File: config.mk
export PLATFORM = sky130hd
export DESIGN_NAME = tbr_responder
export DESIGN_NICKNAME = d
export VERILOG_FILES = /design/src/hdl/tbr_pkg.sv /design/src/hdl/tbr_crc.sv /design/src/hdl/tbr_responder.sv
export SDC_FILE = /design/constraint.sdc
export NUM_CORES = 1
export LEC_CHECK = 0
export ABC_CLOCK_PERIOD_IN_PS = 3800
export BUFFER_PORTS_ARGS = -buffer_cell sky130_fd_sc_hd__buf_4
export CAP_MARGIN = 15
export CORE_MARGIN = 10
export CORE_UTILIZATION = 59
export DETAILED_ROUTE_END_ITERATION = 7
export PLACE_DENSITY = 0.89
export SLEW_MARGIN = 5
export SYNTH_ARGS = -nofsm -noshare
export SYNTH_HDL_FRONTEND = slang
export SYNTH_SLANG_ARGS = --single-unit
File: constraint.sdc
create_clock -name aclk -period 3.8 [get_ports aclk]
set_input_delay 0.19 -clock aclk [delete_from_list [all_inputs] [get_ports aclk]]
set_output_delay 0.19 -clock aclk [all_outputs]
set_load 0.03 [all_outputs]
File: src/hdl/tbr_pkg.sv
`default_nettype none

package tbr_pkg;

	// card states, gray along idle->ready->active->halt
	typedef enum logic [1:0] {
		TBR_IDLE   = 2'b00,
		TBR_READY  = 2'b01,
		TBR_ACTIVE = 2'b11,
		TBR_HALT   = 2'b10
	} tbr_state_t;

	// software control word
	typedef struct packed {
		logic       enable;
		logic [3:0] fwi;
		logic [7:0] afi;
	} tbr_ctrl_t;

	// command codes
	localparam logic [7:0] TBR_CMD_REQ    = 8'h05;
	localparam logic [7:0] TBR_CMD_ATTR   = 8'h1d;
	localparam logic [7:0] TBR_CMD_HALT   = 8'h50;
	localparam logic [7:0] TBR_RSP_CODE   = 8'h50;

	// request parameter byte: wake-up flag position
	localparam int         TBR_PAR_WUP_BIT = 3;

	// frame lengths in bytes, crc included
	localparam logic [3:0] TBR_LEN_REQ    = 4'd5;
	localparam logic [3:0] TBR_LEN_HALT   = 4'd7;
	localparam logic [3:0] TBR_LEN_ATTR   = 4'd11;
	localparam int         TBR_RXBUF      = 11;

	// answer layout
	localparam logic [3:0] TBR_TX_APP0    = 4'd5;
	localparam logic [3:0] TBR_TX_PI1     = 4'd9;
	localparam logic [3:0] TBR_TX_PI2     = 4'd10;
	localparam logic [3:0] TBR_TX_PI3     = 4'd11;
	localparam logic [3:0] TBR_TX_CRCLO   = 4'd12;
	localparam logic [3:0] TBR_TX_CRCHI   = 4'd13;
	localparam logic [7:0] TBR_APP_BYTE   = 8'h00;
	localparam logic [7:0] TBR_PI1        = 8'h91;
	localparam logic [3:0] TBR_PI2_FSIZE  = 4'b1000;
	localparam logic [3:0] TBR_PI2_PTYPE  = 4'b0001;
	localparam logic [1:0] TBR_PI3_ADC    = 2'b00;
	localparam logic [1:0] TBR_PI3_FO     = 2'b00;

	// crc_b
	localparam logic [15:0] TBR_CRC_INIT  = 16'hffff;
	localparam logic [15:0] TBR_CRC_POLY  = 16'h8408;
	localparam logic [15:0] TBR_CRC_GOOD  = 16'hf0b8;

	// register map (byte addresses)
	localparam logic [3:0] TBR_REG_CTRL   = 4'h0;
	localparam logic [3:0] TBR_REG_PUPI   = 4'h4;
	localparam logic [3:0] TBR_REG_STAT   = 4'h8;

	// control fields
	localparam int         TBR_CTRL_AFI_LSB = 0;
	localparam int         TBR_CTRL_FWI_LSB = 8;
	localparam int         TBR_CTRL_EN_BIT  = 16;
	localparam tbr_ctrl_t  TBR_CTRL_RST     = '{enable: 1'b1, fwi: 4'h4,
		afi: 8'h00};
	localparam logic [31:0] TBR_PUPI_RST    = 32'h0000_0000;

	// status fields
	localparam int         TBR_STAT_CNT_LSB = 8;

	// axi responses
	localparam logic [1:0] TBR_RESP_OKAY   = 2'b00;
	localparam logic [1:0] TBR_RESP_SLVERR = 2'b10;

endpackage : tbr_pkg

`default_nettype wire

File: src/hdl/tbr_crc.sv
`default_nettype none

module tbr_crc (
	// clock and reset
	input  wire logic        aclk,
	input  wire logic        aresetn,
	// byte feed
	input  wire logic        init,
	input  wire logic        en,
	input  wire logic [7:0]  din,
	// result
	output logic      [15:0] crc,
	output logic      [15:0] crc_upd
);
	import tbr_pkg::*;

	logic [15:0] crc_r;

	// one byte of reflected crc_b, lsb first
	always_comb begin
		logic [15:0] c;
		c = init ? TBR_CRC_INIT : crc_r;
		for (int i = 0; i < 8; i++) begin
			if (c[0] ^ din[i]) begin
				c = (c >> 1) ^ TBR_CRC_POLY;
			end else begin
				c = c >> 1;
			end
		end
		crc_upd = c;
	end

	// running register
	always_ff @(posedge aclk) begin
		if (!aresetn) begin
			crc_r <= TBR_CRC_INIT;
		end else if (en) begin
			crc_r <= crc_upd;
		end else if (init) begin
			crc_r <= TBR_CRC_INIT;
		end
	end

	assign crc = crc_r;

endmodule : tbr_crc

`default_nettype wire

File: src/hdl/tbr_responder.sv
// Implementation choices: the AXI4-Lite slave port and the address map.
`default_nettype none

module tbr_responder (
	// clock and reset
	input  wire logic                aclk,
	input  wire logic                aresetn,
	// received bytes from the demodulator
	input  wire logic                rx_valid,
	input  wire logic [7:0]          rx_data,
	input  wire logic                rx_end,
	// answer bytes to the modulator
	output logic                     tx_valid,
	output logic      [7:0]          tx_data,
	output logic                     tx_last,
	input  wire logic                tx_ready,
	// card state
	output tbr_pkg::tbr_state_t      card_state,
	output logic                     cmd_enabled,
	// axi4-lite write address
	input  wire logic                s_axi_awvalid,
	output logic                     s_axi_awready,
	input  wire logic [3:0]          s_axi_awaddr,
	// axi4-lite write data
	input  wire logic                s_axi_wvalid,
	output logic                     s_axi_wready,
	input  wire logic [31:0]         s_axi_wdata,
	input  wire logic [3:0]          s_axi_wstrb,
	// axi4-lite write response
	output logic                     s_axi_bvalid,
	input  wire logic                s_axi_bready,
	output logic      [1:0]          s_axi_bresp,
	// axi4-lite read address
	input  wire logic                s_axi_arvalid,
	output logic                     s_axi_arready,
	input  wire logic [3:0]          s_axi_araddr,
	// axi4-lite read data
	output logic                     s_axi_rvalid,
	input  wire logic                s_axi_rready,
	output logic      [31:0]         s_axi_rdata,
	output logic      [1:0]          s_axi_rresp
);
	import tbr_pkg::*;

	////////////////////////////////////////////////////////////////////////
	// declarations

	tbr_ctrl_t   ctrl_r;
	logic [31:0] pupi_r;
	logic [7:0]  answer_cnt_r;
	tbr_state_t  state_r;

	logic [7:0]  rx_buf_r [TBR_RXBUF];
	logic [3:0]  rx_cnt_r;
	logic        rx_bad_r;
	logic        rx_take;
	logic [15:0] rx_crc;

	logic        busy_r;
	logic [3:0]  tx_idx_r;
	logic        tx_acc;
	logic        tx_crc_en;
	logic [15:0] tx_crc;
	logic [15:0] tx_crc_upd;
	logic [7:0]  tx_next;
	logic [3:0]  tx_idx_nxt;

	logic        crc_ok;
	logic        afi_ok;
	logic        id_ok;
	logic        is_req;
	logic        is_wup;
	logic        do_answer;
	logic        do_halt;
	logic        do_attr;

	logic [3:0]  aw_addr_r;
	logic [3:0]  ar_addr_r;
	logic        aw_have_r;
	logic        w_have_r;
	logic [31:0] w_data_r;
	logic [3:0]  w_strb_r;
	logic        wr_go;
	logic [31:0] ctrl_word;
	logic [31:0] ctrl_wr;
	logic [31:0] pupi_wr;

	////////////////////////////////////////////////////////////////////////
	// receive side

	// bytes are dropped while an answer is going out
	assign rx_take = rx_valid && !busy_r;

	tbr_crc u_rx_crc (
		.aclk    (aclk),
		.aresetn (aresetn),
		.init    (rx_cnt_r == 4'd0),
		.en      (rx_take),
		.din     (rx_data),
		.crc     (rx_crc),
		.crc_upd ()
	);

	// byte store, count and frame damage flag
	always_ff @(posedge aclk) begin
		if (!aresetn) begin
			rx_cnt_r <= 4'd0;
			rx_bad_r <= 1'b0;
		end else if (rx_end) begin
			rx_cnt_r <= 4'd0;
			rx_bad_r <= 1'b0;
		end else if (rx_valid) begin
			if (busy_r || rx_cnt_r == 4'(TBR_RXBUF)) begin
				rx_bad_r <= 1'b1;
			end else begin
				rx_cnt_r <= rx_cnt_r + 4'd1;
			end
		end
	end

	always_ff @(posedge aclk) begin
		if (rx_take && rx_cnt_r < 4'(TBR_RXBUF)) begin
			rx_buf_r[rx_cnt_r] <= rx_data;
		end
	end

	////////////////////////////////////////////////////////////////////////
	// frame decode

	// residue over data and crc bytes
	assign crc_ok = (rx_crc == TBR_CRC_GOOD) && !rx_bad_r;

	// family selection: zero, full, or a single nibble with other zero
	always_comb begin
		logic [7:0] a;
		a = rx_buf_r[1];
		afi_ok = (a == 8'h00) || (a == ctrl_r.afi)
			|| (a[3:0] == 4'h0 && a[7:4] == ctrl_r.afi[7:4])
			|| (a[7:4] == 4'h0 && a[3:0] == ctrl_r.afi[3:0]);
	end

	assign id_ok = {rx_buf_r[1], rx_buf_r[2], rx_buf_r[3], rx_buf_r[4]}
		== pupi_r;

	// bits 7-5 and slot bits 2-0 never enter the decision
	assign is_req = rx_end && crc_ok && rx_cnt_r == TBR_LEN_REQ
		&& rx_buf_r[0] == TBR_CMD_REQ;
	assign is_wup = rx_buf_r[2][TBR_PAR_WUP_BIT];

	// idle answers both kinds, halt only wake-up
	assign do_answer = is_req && afi_ok && ctrl_r.enable
		&& (state_r == TBR_IDLE
		|| (state_r == TBR_HALT && is_wup));

	assign do_halt = rx_end && crc_ok && rx_cnt_r == TBR_LEN_HALT
		&& rx_buf_r[0] == TBR_CMD_HALT && id_ok
		&& (state_r == TBR_READY || state_r == TBR_ACTIVE);

	assign do_attr = rx_end && crc_ok && rx_cnt_r == TBR_LEN_ATTR
		&& rx_buf_r[0] == TBR_CMD_ATTR && id_ok
		&& state_r == TBR_READY;

	////////////////////////////////////////////////////////////////////////
	// card state

	// answered card becomes ready; halt and attribute move it on
	always_ff @(posedge aclk) begin
		if (!aresetn) begin
			state_r <= TBR_IDLE;
		end else if (do_answer) begin
			state_r <= TBR_READY;
		end else if (do_halt) begin
			state_r <= TBR_HALT;
		end else if (do_attr) begin
			state_r <= TBR_ACTIVE;
		end
	end

	// card state outputs
	always_ff @(posedge aclk) begin
		if (!aresetn) begin
			card_state  <= TBR_IDLE;
			cmd_enabled <= 1'b0;
		end else begin
			card_state  <= state_r;
			cmd_enabled <= (state_r == TBR_ACTIVE);
		end
	end

	////////////////////////////////////////////////////////////////////////
	// answer transmit

	assign tx_acc     = busy_r && tx_valid && tx_ready;
	assign tx_crc_en  = tx_acc && tx_idx_r < TBR_TX_CRCLO;
	assign tx_idx_nxt = tx_idx_r + 4'd1;

	tbr_crc u_tx_crc (
		.aclk    (aclk),
		.aresetn (aresetn),
		.init    (do_answer),
		.en      (tx_crc_en),
		.din     (tx_data),
		.crc     (tx_crc),
		.crc_upd (tx_crc_upd)
	);

	// byte that follows the one being taken
	always_comb begin
		if (tx_idx_nxt < TBR_TX_APP0) begin
			tx_next = pupi_r[8'(31 - 8 * (tx_idx_nxt - 4'd1)) -: 8];
		end else if (tx_idx_nxt < TBR_TX_PI1) begin
			tx_next = TBR_APP_BYTE;
		end else if (tx_idx_nxt == TBR_TX_PI1) begin
			tx_next = TBR_PI1;
		end else if (tx_idx_nxt == TBR_TX_PI2) begin
			tx_next = {TBR_PI2_FSIZE, TBR_PI2_PTYPE};
		end else if (tx_idx_nxt == TBR_TX_PI3) begin
			tx_next = {ctrl_r.fwi, TBR_PI3_ADC, TBR_PI3_FO};
		end else if (tx_idx_nxt == TBR_TX_CRCLO) begin
			tx_next = ~tx_crc_upd[7:0];
		end else begin
			tx_next = ~tx_crc[15:8];
		end
	end

	// answer starts the edge after the request ends, no slot delay
	always_ff @(posedge aclk) begin
		if (!aresetn) begin
			busy_r   <= 1'b0;
			tx_idx_r <= 4'd0;
			tx_valid <= 1'b0;
			tx_data  <= 8'h00;
			tx_last  <= 1'b0;
		end else if (do_answer) begin
			busy_r   <= 1'b1;
			tx_idx_r <= 4'd0;
			tx_valid <= 1'b1;
			tx_data  <= TBR_RSP_CODE;
			tx_last  <= 1'b0;
		end else if (tx_acc) begin
			if (tx_idx_r == TBR_TX_CRCHI) begin
				busy_r   <= 1'b0;
				tx_valid <= 1'b0;
				tx_last  <= 1'b0;
			end else begin
				tx_idx_r <= tx_idx_nxt;
				tx_data  <= tx_next;
				tx_last  <= (tx_idx_nxt == TBR_TX_CRCHI);
			end
		end
	end

	// answers sent, for software
	always_ff @(posedge aclk) begin
		if (!aresetn) begin
			answer_cnt_r <= 8'h00;
		end else if (do_answer) begin
			answer_cnt_r <= answer_cnt_r + 8'h01;
		end
	end

	////////////////////////////////////////////////////////////////////////
	// axi4-lite write path

	// address and data taken in either order, one write at a time
	always_ff @(posedge aclk) begin
		if (!aresetn) begin
			aw_have_r     <= 1'b0;
			w_have_r      <= 1'b0;
			s_axi_awready <= 1'b1;
			s_axi_wready  <= 1'b1;
			aw_addr_r     <= 4'h0;
			w_data_r      <= 32'h0000_0000;
			w_strb_r      <= 4'h0;
		end else if (s_axi_bvalid && s_axi_bready) begin
			aw_have_r     <= 1'b0;
			w_have_r      <= 1'b0;
			s_axi_awready <= 1'b1;
			s_axi_wready  <= 1'b1;
		end else begin
			if (s_axi_awvalid && s_axi_awready) begin
				aw_have_r     <= 1'b1;
				aw_addr_r     <= s_axi_awaddr;
				s_axi_awready <= 1'b0;
			end
			if (s_axi_wvalid && s_axi_wready) begin
				w_have_r     <= 1'b1;
				w_data_r     <= s_axi_wdata;
				w_strb_r     <= s_axi_wstrb;
				s_axi_wready <= 1'b0;
			end
		end
	end

	assign wr_go = aw_have_r && w_have_r && !s_axi_bvalid;

	// enable at bit 16, waiting time at 11-8, family at 7-0
	assign ctrl_word = {15'h0000, ctrl_r.enable, 4'h0, ctrl_r.fwi,
		ctrl_r.afi};

	// byte-lane merge
	always_comb begin
		for (int b = 0; b < 4; b++) begin
			ctrl_wr[8*b +: 8] = w_strb_r[b] ? w_data_r[8*b +: 8]
				: ctrl_word[8*b +: 8];
			pupi_wr[8*b +: 8] = w_strb_r[b] ? w_data_r[8*b +: 8]
				: pupi_r[8*b +: 8];
		end
	end

	// register update and write response
	always_ff @(posedge aclk) begin
		if (!aresetn) begin
			ctrl_r       <= TBR_CTRL_RST;
			pupi_r       <= TBR_PUPI_RST;
			s_axi_bvalid <= 1'b0;
			s_axi_bresp  <= TBR_RESP_OKAY;
		end else if (wr_go) begin
			s_axi_bvalid <= 1'b1;
			s_axi_bresp  <= TBR_RESP_OKAY;
			if (aw_addr_r == TBR_REG_CTRL) begin
				ctrl_r.afi    <= ctrl_wr[TBR_CTRL_AFI_LSB +: 8];
				ctrl_r.fwi    <= ctrl_wr[TBR_CTRL_FWI_LSB +: 4];
				ctrl_r.enable <= ctrl_wr[TBR_CTRL_EN_BIT];
			end else if (aw_addr_r == TBR_REG_PUPI) begin
				pupi_r <= pupi_wr;
			end else if (aw_addr_r != TBR_REG_STAT) begin
				s_axi_bresp <= TBR_RESP_SLVERR;
			end
		end else if (s_axi_bready) begin
			s_axi_bvalid <= 1'b0;
		end
	end

	////////////////////////////////////////////////////////////////////////
	// axi4-lite read path

	always_ff @(posedge aclk) begin
		if (!aresetn) begin
			s_axi_arready <= 1'b1;
			s_axi_rvalid  <= 1'b0;
			s_axi_rdata   <= 32'h0000_0000;
			s_axi_rresp   <= TBR_RESP_OKAY;
			ar_addr_r     <= 4'h0;
		end else if (s_axi_arvalid && s_axi_arready) begin
			s_axi_arready <= 1'b0;
			s_axi_rvalid  <= 1'b1;
			ar_addr_r     <= s_axi_araddr;
			s_axi_rresp   <= TBR_RESP_OKAY;
			unique case (s_axi_araddr)
				TBR_REG_CTRL: s_axi_rdata <= ctrl_word;
				TBR_REG_PUPI: s_axi_rdata <= pupi_r;
				TBR_REG_STAT: s_axi_rdata <= {16'h0000, answer_cnt_r,
					5'h00, busy_r, state_r};
				default: begin
					s_axi_rdata <= 32'h0000_0000;
					s_axi_rresp <= TBR_RESP_SLVERR;
				end
			endcase
		end else if (s_axi_rvalid && s_axi_rready) begin
			s_axi_rvalid  <= 1'b0;
			s_axi_arready <= 1'b1;
		end
	end

endmodule : tbr_responder

`default_nettype wire

=== Yosys cells after proc, flatten, opt, wreduce, memory -nomap -nowiden ===
Memory sizes are Yosys's and may differ from the RTL's.
Index checks and enable logic that the tools add are counted.

* Output and inout port bits: 54
* Register bits after elaboration: 192
* Memory bits (writable): 88
* Memories: 1
* Latch bits: 0
* ROM bits: 0
* Logic and storage cells: 227
* Input bits: 62

* $mul: 0
* $add $sub $neg: 5
* Reductions and logical operators: 69
* Multiplexer cells: 49
* Divide/modulo/power cells: 0
* Equality and inequality tests: 25
* Bitwise operators: 39
* Shifts and indexed selects: 1
* $lt $le $gt $ge: 4

{| class="wikitable"
|+ Memory list
! memory !! depth !! width !! rd ports !! clocked after Yosys merged registers in !! write ports !! RTL line !! source
|-
| rx_buf_r || 11 || 8 || 5 || 0 || 1 || tbr_responder.sv:53 || <nowiki>logic [7:0] rx_buf_r [TBR_RXBUF];</nowiki>
|}

{| class="wikitable"
|+ Operators by type and width
! cell !! number
|-
| 16-bit 2-to-1 mux || 20
|-
| 32-bit one-hot mux with 3 select lines || 1
|-
| 8-bit 2-to-1 mux || 6
|-
| 2-bit inverter with 3-bit output || 16
|-
| 39-bit by 9-bit variable part select with 8-bit output || 1
|-
| 32-bit == test || 1
|-
| 4-bit == test, second input constant || 8
|-
| 1-bit logical AND || 29
|-
| 7-bit 2-to-1 mux || 3
|-
| 4-bit logical NOT || 5
|-
| 16-bit == test, second input constant || 1
|-
| 4-bit by 3-bit == test with 1-bit output, second input constant || 4
|-
| 8-bit inverter || 2
|-
| 4-bit AND reduction || 4
|-
| 1-bit bitwise XOR || 16
|-
| 2-bit AND reduction || 7
|-
| 1-bit 2-to-1 mux || 13
|-
| 4-bit < comparator, second input constant || 3
|-
| 2-bit 2-to-1 mux || 6
|-
| 2-bit nonzero test || 5
|-
| 3-bit AND reduction || 3
|-
| 4-bit by 1-bit adder with 4-bit output, second input constant || 2
|-
| 8-bit by 1-bit adder with 8-bit output, second input constant || 1
|-
| 4-bit == test || 2
|-
| 19 further kinds || 33
|}

=== Longest topological paths before layout ===
* Depth in word-level cells: 35
* Depth in mapped cells: 14

=== Modules after synthesis ===
A second synthesis with hierarchy kept.

* Cell total of the unflattened synthesis: 1233
* Area, all modules: 11240.8 µm²

{| class="wikitable"
|+ Modules (own cells, without submodules)
! module !! instances !! area each (µm²) !! cells an instance
|-
| tbr_responder || 1 || 8873.5 || 947
|-
| tbr_crc || 2 || 1183.6 || 143
|}

=== Least setup slack after synthesis ===
Ideal clock, no wire load.

* Kind: flip-flop to flip-flop
* Start point: reg tx_idx_r[0]
* End point: reg tx_data[1]
* Buffers on the path: 1
* Clock period less this slack: 2.975 ns
* Arrival: 2.900 ns
* Library setup time: 0.076 ns
* Data required time: 3.724 ns
* Cell stages (with the launch flop): 14
* Path slack: 0.825 ns
* Cells stage by stage: dfxtp_1 buf_2 inv_1 ha_1 nor3b_1 a21oi_1 o22ai_1 nand2_1 xor2_1 ha_1 nor4b_1 and2_1 a22oi_1 o22ai_1

* Longest elaborated chain between the ends: 8
* Elaborated cells on any way between the ends: 19
* Those cells by class: 3 x add/sub; 2 x order compare; 5 x eq/ne; 1 x shift; 6 x mux; 1 x bitwise; 1 x reduce/logical

{| class="wikitable"
|+ RTL lines
! what !! RTL line !! source
|-
| start: declaration || tbr_responder.sv:60 || <nowiki>logic [3:0] tx_idx_r;</nowiki>
|-
| start signal: assignment || tbr_responder.sv:246 || <nowiki>tx_idx_r <= tx_idx_nxt;</nowiki>
|-
| 4-bit by 1-bit adder with 4-bit output * || tbr_responder.sv:195 || <nowiki>assign tx_idx_nxt = tx_idx_r + 4'd1;</nowiki>
|-
| named net tx_idx_nxt[0] || tbr_responder.sv:66 || <nowiki>logic [3:0] tx_idx_nxt;</nowiki>
|-
| branches (longest 6 deep; another with 6-bit by 8-bit subtractor with 8-bit output) || n/a ||
|-
| 8-bit 2-to-1 mux * || tbr_responder.sv:209 || <nowiki>if (tx_idx_nxt < TBR_TX_APP0) begin</nowiki>
|-
| end signal: assignment || tbr_responder.sv:247 || <nowiki>tx_data <= tx_next;</nowiki>
|-
| end: declaration || tbr_responder.sv:14 || <nowiki>output logic [7:0] tx_data,</nowiki>
|}

Mark *: on every way through the listed nets, which the timed path passes.
A chain may end at the register's enable or synchronous reset.

=== Worst setup path in the final report ===
* Start point: reg tx_idx_r[0]
* End point: reg tx_data[3]

The elaborated chain is that of the path after synthesis.

==> results by group <==
Timing
  – Skew final: 0.0213 ns
  – Worst slew pin tran: 1.12 ns
  – Max frequency: 302 MHz
  – Total negative slack: 0 ns
  – Final Setup Violations: 0
  – Final hold viol count: 0
  – Final Max Slew Viols: 0
  – Hold slack: 0.0337 ns
  – Period Utilization, post-route: 0.870
  – Min Clock Period, post-route: 3.31 ns
  – Worst rel slew slack: 0.256
  – Final WS setup: 0.492 ns
  – RSZ-0062 raised after global routing: false

Floorplanning
  – Chip height: 156 um
  – Initial Util: 0.602
  – Die ar.: 24200 um^2
  – I/O Pins: 116
  – Core Area: 18000 um^2
  – Die W: 156 um
  – Row cnt: 49

Logic synthesis
  – Yosys cell types: 61
  – Ranking of synthesized cells by area: dfxtp_1, edfxtp_1, nand2_1
  – Avg Cell Area, Syn: 9.37 um^2
  – Mapped Cells: 1158
  – Yosys warning count: 0
  – Async SR Flop Fraction: 0
  – Seq cells post-synth: 230
  – Yosys top cell area share: 0.351
  – Predominant post-synthesis flop cell: dfxtp_1
  – Netlist Area Pre-Place: 10800 um^2
  – Number of synthesized flops with an enable pin: 40
  – Synth cell count leaders: dfxtp_1, nand2_1, nor2_1
  – Post-synthesis sequential area ratio: 0.461
  – Leading area contributor after synthesis: dfxtp_1
  – Count leader, synth: dfxtp_1

Drt
  – Wirelength, routed: 30500 um
  – DR vias: 9250
  – Detailed-router iteration count before antenna repair: 5
  – Routed wire length per instance: 19.9 um
  – Detail Route Antenna Nets: 0
  – Residual DRC: 0
  – Starting DRC count in detailed routing: 854
  – Vias per cell: 6.04

Worst hold path
  – Hold Path Sink: tx_last
  – Worst hold start: tx_ready
  – Hold depth: 4
  – HP Class: primary input to flop

Placement
  – Pre-CTS setup slack: 0.683 ns
  – Placer congestion estimate: 0.967
  – IO buf count: 113
  – Post-DP HPWL: 19800 um

Global route
  – First-pass GRT wire length: 48600 um
  – Vias in the first global route: 9116
  – Gr usage total: 0.243
  – Largest net degree at the start of global routing: 74
  – Total gr overflow: 0
  – Initial antenna violation count: 0

Final layout
  – Area delta synth->final: 20.4%
  – Share of layout cells above drive strength 1: 0.141
  – Antenna cell count: 0
  – Util after Layout: 0.725
  – Nets: 1361

Job
  – Max Cap Violations: 0

Critical path
  – Critical path data arrival time: 3.75 ns
  – Critical Path Fanout Max: 12
  – Slowest stage delay, CP: 0.69 ns
  – Slowest CP cell: dfxtp_1
  – CP startpoint kind: flop
  – Crit path required time: 4.24 ns
  – Crit-path cells: inv_1 -> ha_1 -> nor3b_1 -> a21oi_1 -> o22ai_1 -> nand2_1 -> xor2_1 -> ha_1 -> nor4b_1 -> buf_4 -> and2_1 -> a22oi_1 -> o22ai_1
  – Worst Setup End Kind: flop
  – Worst r2r path cells: 13
  – Crit path kind: flop to flop
  – R2R setup slack: 0.49 ns
  – Worst r2r dst: tx_data[3]
  – Reg-to-Reg Start: tx_idx_r[0]

Power
  – Leak pwr: 5.27 nW
  – Cell Pwr Density: 407 nW/um^2
  – Peak supply drop: 385 uV

CTS
  – Worst-skew pair later-pin latency: 0.54 ns
  – Clock sinks: 230
  – CTS tree: yes
  – CTS Buffer Depth: 3
  – Clk slew on worst S/H paths: 0.06 ns
  – Root buffer cell: clkbuf_16
  – CTS H-tree depth: 1
  – Total CTS buffers: 24

Run status
  – Status: finished, final reports clean
-- flip-flops by register name, indices dropped and copies added (netlist names), 2 cells and up --
name	cells
answer_cnt_r	8
aw_addr_r	4
card_state	2
ctrl_r	13
pupi_r	32
rx_buf_r	40
rx_cnt_r	4
s_axi_rdata	32
state_r	2
tx_data	8
tx_idx_r	4
u_rx_crc.crc	16
u_tx_crc.crc	16
w_data_r	32
w_strb_r	4
-- what timing repair did --
| item | CTS | global route |
|---|---|---|
| hold buffers | 53 | 0 |
| hold endpoints to repair | 88 | 0 |
| gates resized for setup | 0 | 0 |
| buffers inserted | 0 | 0 |
-- cells by family after synthesis --
logic type / share of synthesized area
buffers and inverters: 0.0302
other: 0.000346
adder cells (fa/ha/maj): 0.0127
AO/OA/AOI/OAI: 0.127
flip-flops: 0.461
XOR/XNOR: 0.0919
AND/OR/NAND/NOR: 0.202
multiplexers: 0.0748
-- how the worst max path moves through the flow --
| stage | endpoint | cells past startpoint | slack (ns) | startpoint |
|---|---|---|---|---|
| floorplan | tx_data[1] | 13 | 0.82 | tx_idx_r[0] |
| global placement | tx_data[1] | 13 | 0.76 | tx_idx_r[0] |
| detailed placement | tx_data[2] | 13 | 0.68 | tx_idx_r[0] |
| CTS | tx_data[3] | 13 | 0.60 | tx_idx_r[0] |
| global route | tx_data[3] | 13 | 0.16 | tx_idx_r[0] |
| finish | tx_data[3] | 13 | 0.49 | tx_idx_r[0] |
-- where the power goes --
group          switching [mW]  total (mW)  internal (mW)
combinational           0.225       0.416          0.191
clock                   0.989        2.31           1.32
sequential             0.0485        2.59           2.54
total                    1.26        5.31           4.05
-- stage by stage --
| step | std cells | total power, mW | cell area, um^2 |
|---|---|---|---|
| 6_report | 1532 | 5.31 | 13100 |
| 5_1_grt | 1532 | 5.46 | 13100 |
| 4_1_cts | 1532 | 5.30 | 13100 |
| 3_5_place_dp | 1438 | 3.00 | 11800 |
| 3_3_place_gp | 1438 | 2.99 | 11800 |
| 2_1_floorplan | 1159 | 2.86 | 10900 |
-- critical path, delay by kind of cell, from the launching register on --
family	cells	cell delay, ns
fa+ha+maj	2	0.70
flops	1	0.69
compound gates	4	0.45
xor+xnor	1	0.17
buf+inv	2	0.48
simple gates	4	0.72
-- cells in the final DEF, fill, tap and decap left out, types with 37 or more instances in the layout --
cell type      count
dfxtp_1          190
nand2_1          146
buf_4            121
nor2_1            85
nor2b_1           73
xnor2_1           60
mux2i_1           53
dlygate4sd3_1     53
xor2_1            52
a21boi_0          44
a21oi_1           41
edfxtp_1          40
o21ai_0           37
-- routing by layer --
metal,wire length (um),vias to the layer above,global-route usage
li1,-,4285,-
met1,12200,4396,0.304
met2,14700,467,0.407
met3,2470,102,0.0447
met4,1150,0,0.0967
met5,0,-,0
-- area by class of cell --
type	instances	area (um^2)
clock buffers	27	622
clock inverters	14	148
fillers	1222	4960
inverters	10	37.5
multi-input cells	848	5530
flip-flops and latches	230	5000
well taps	229	287
repair buffers	174	1440
Note: power is estimated with default switching activity, not from simulation.
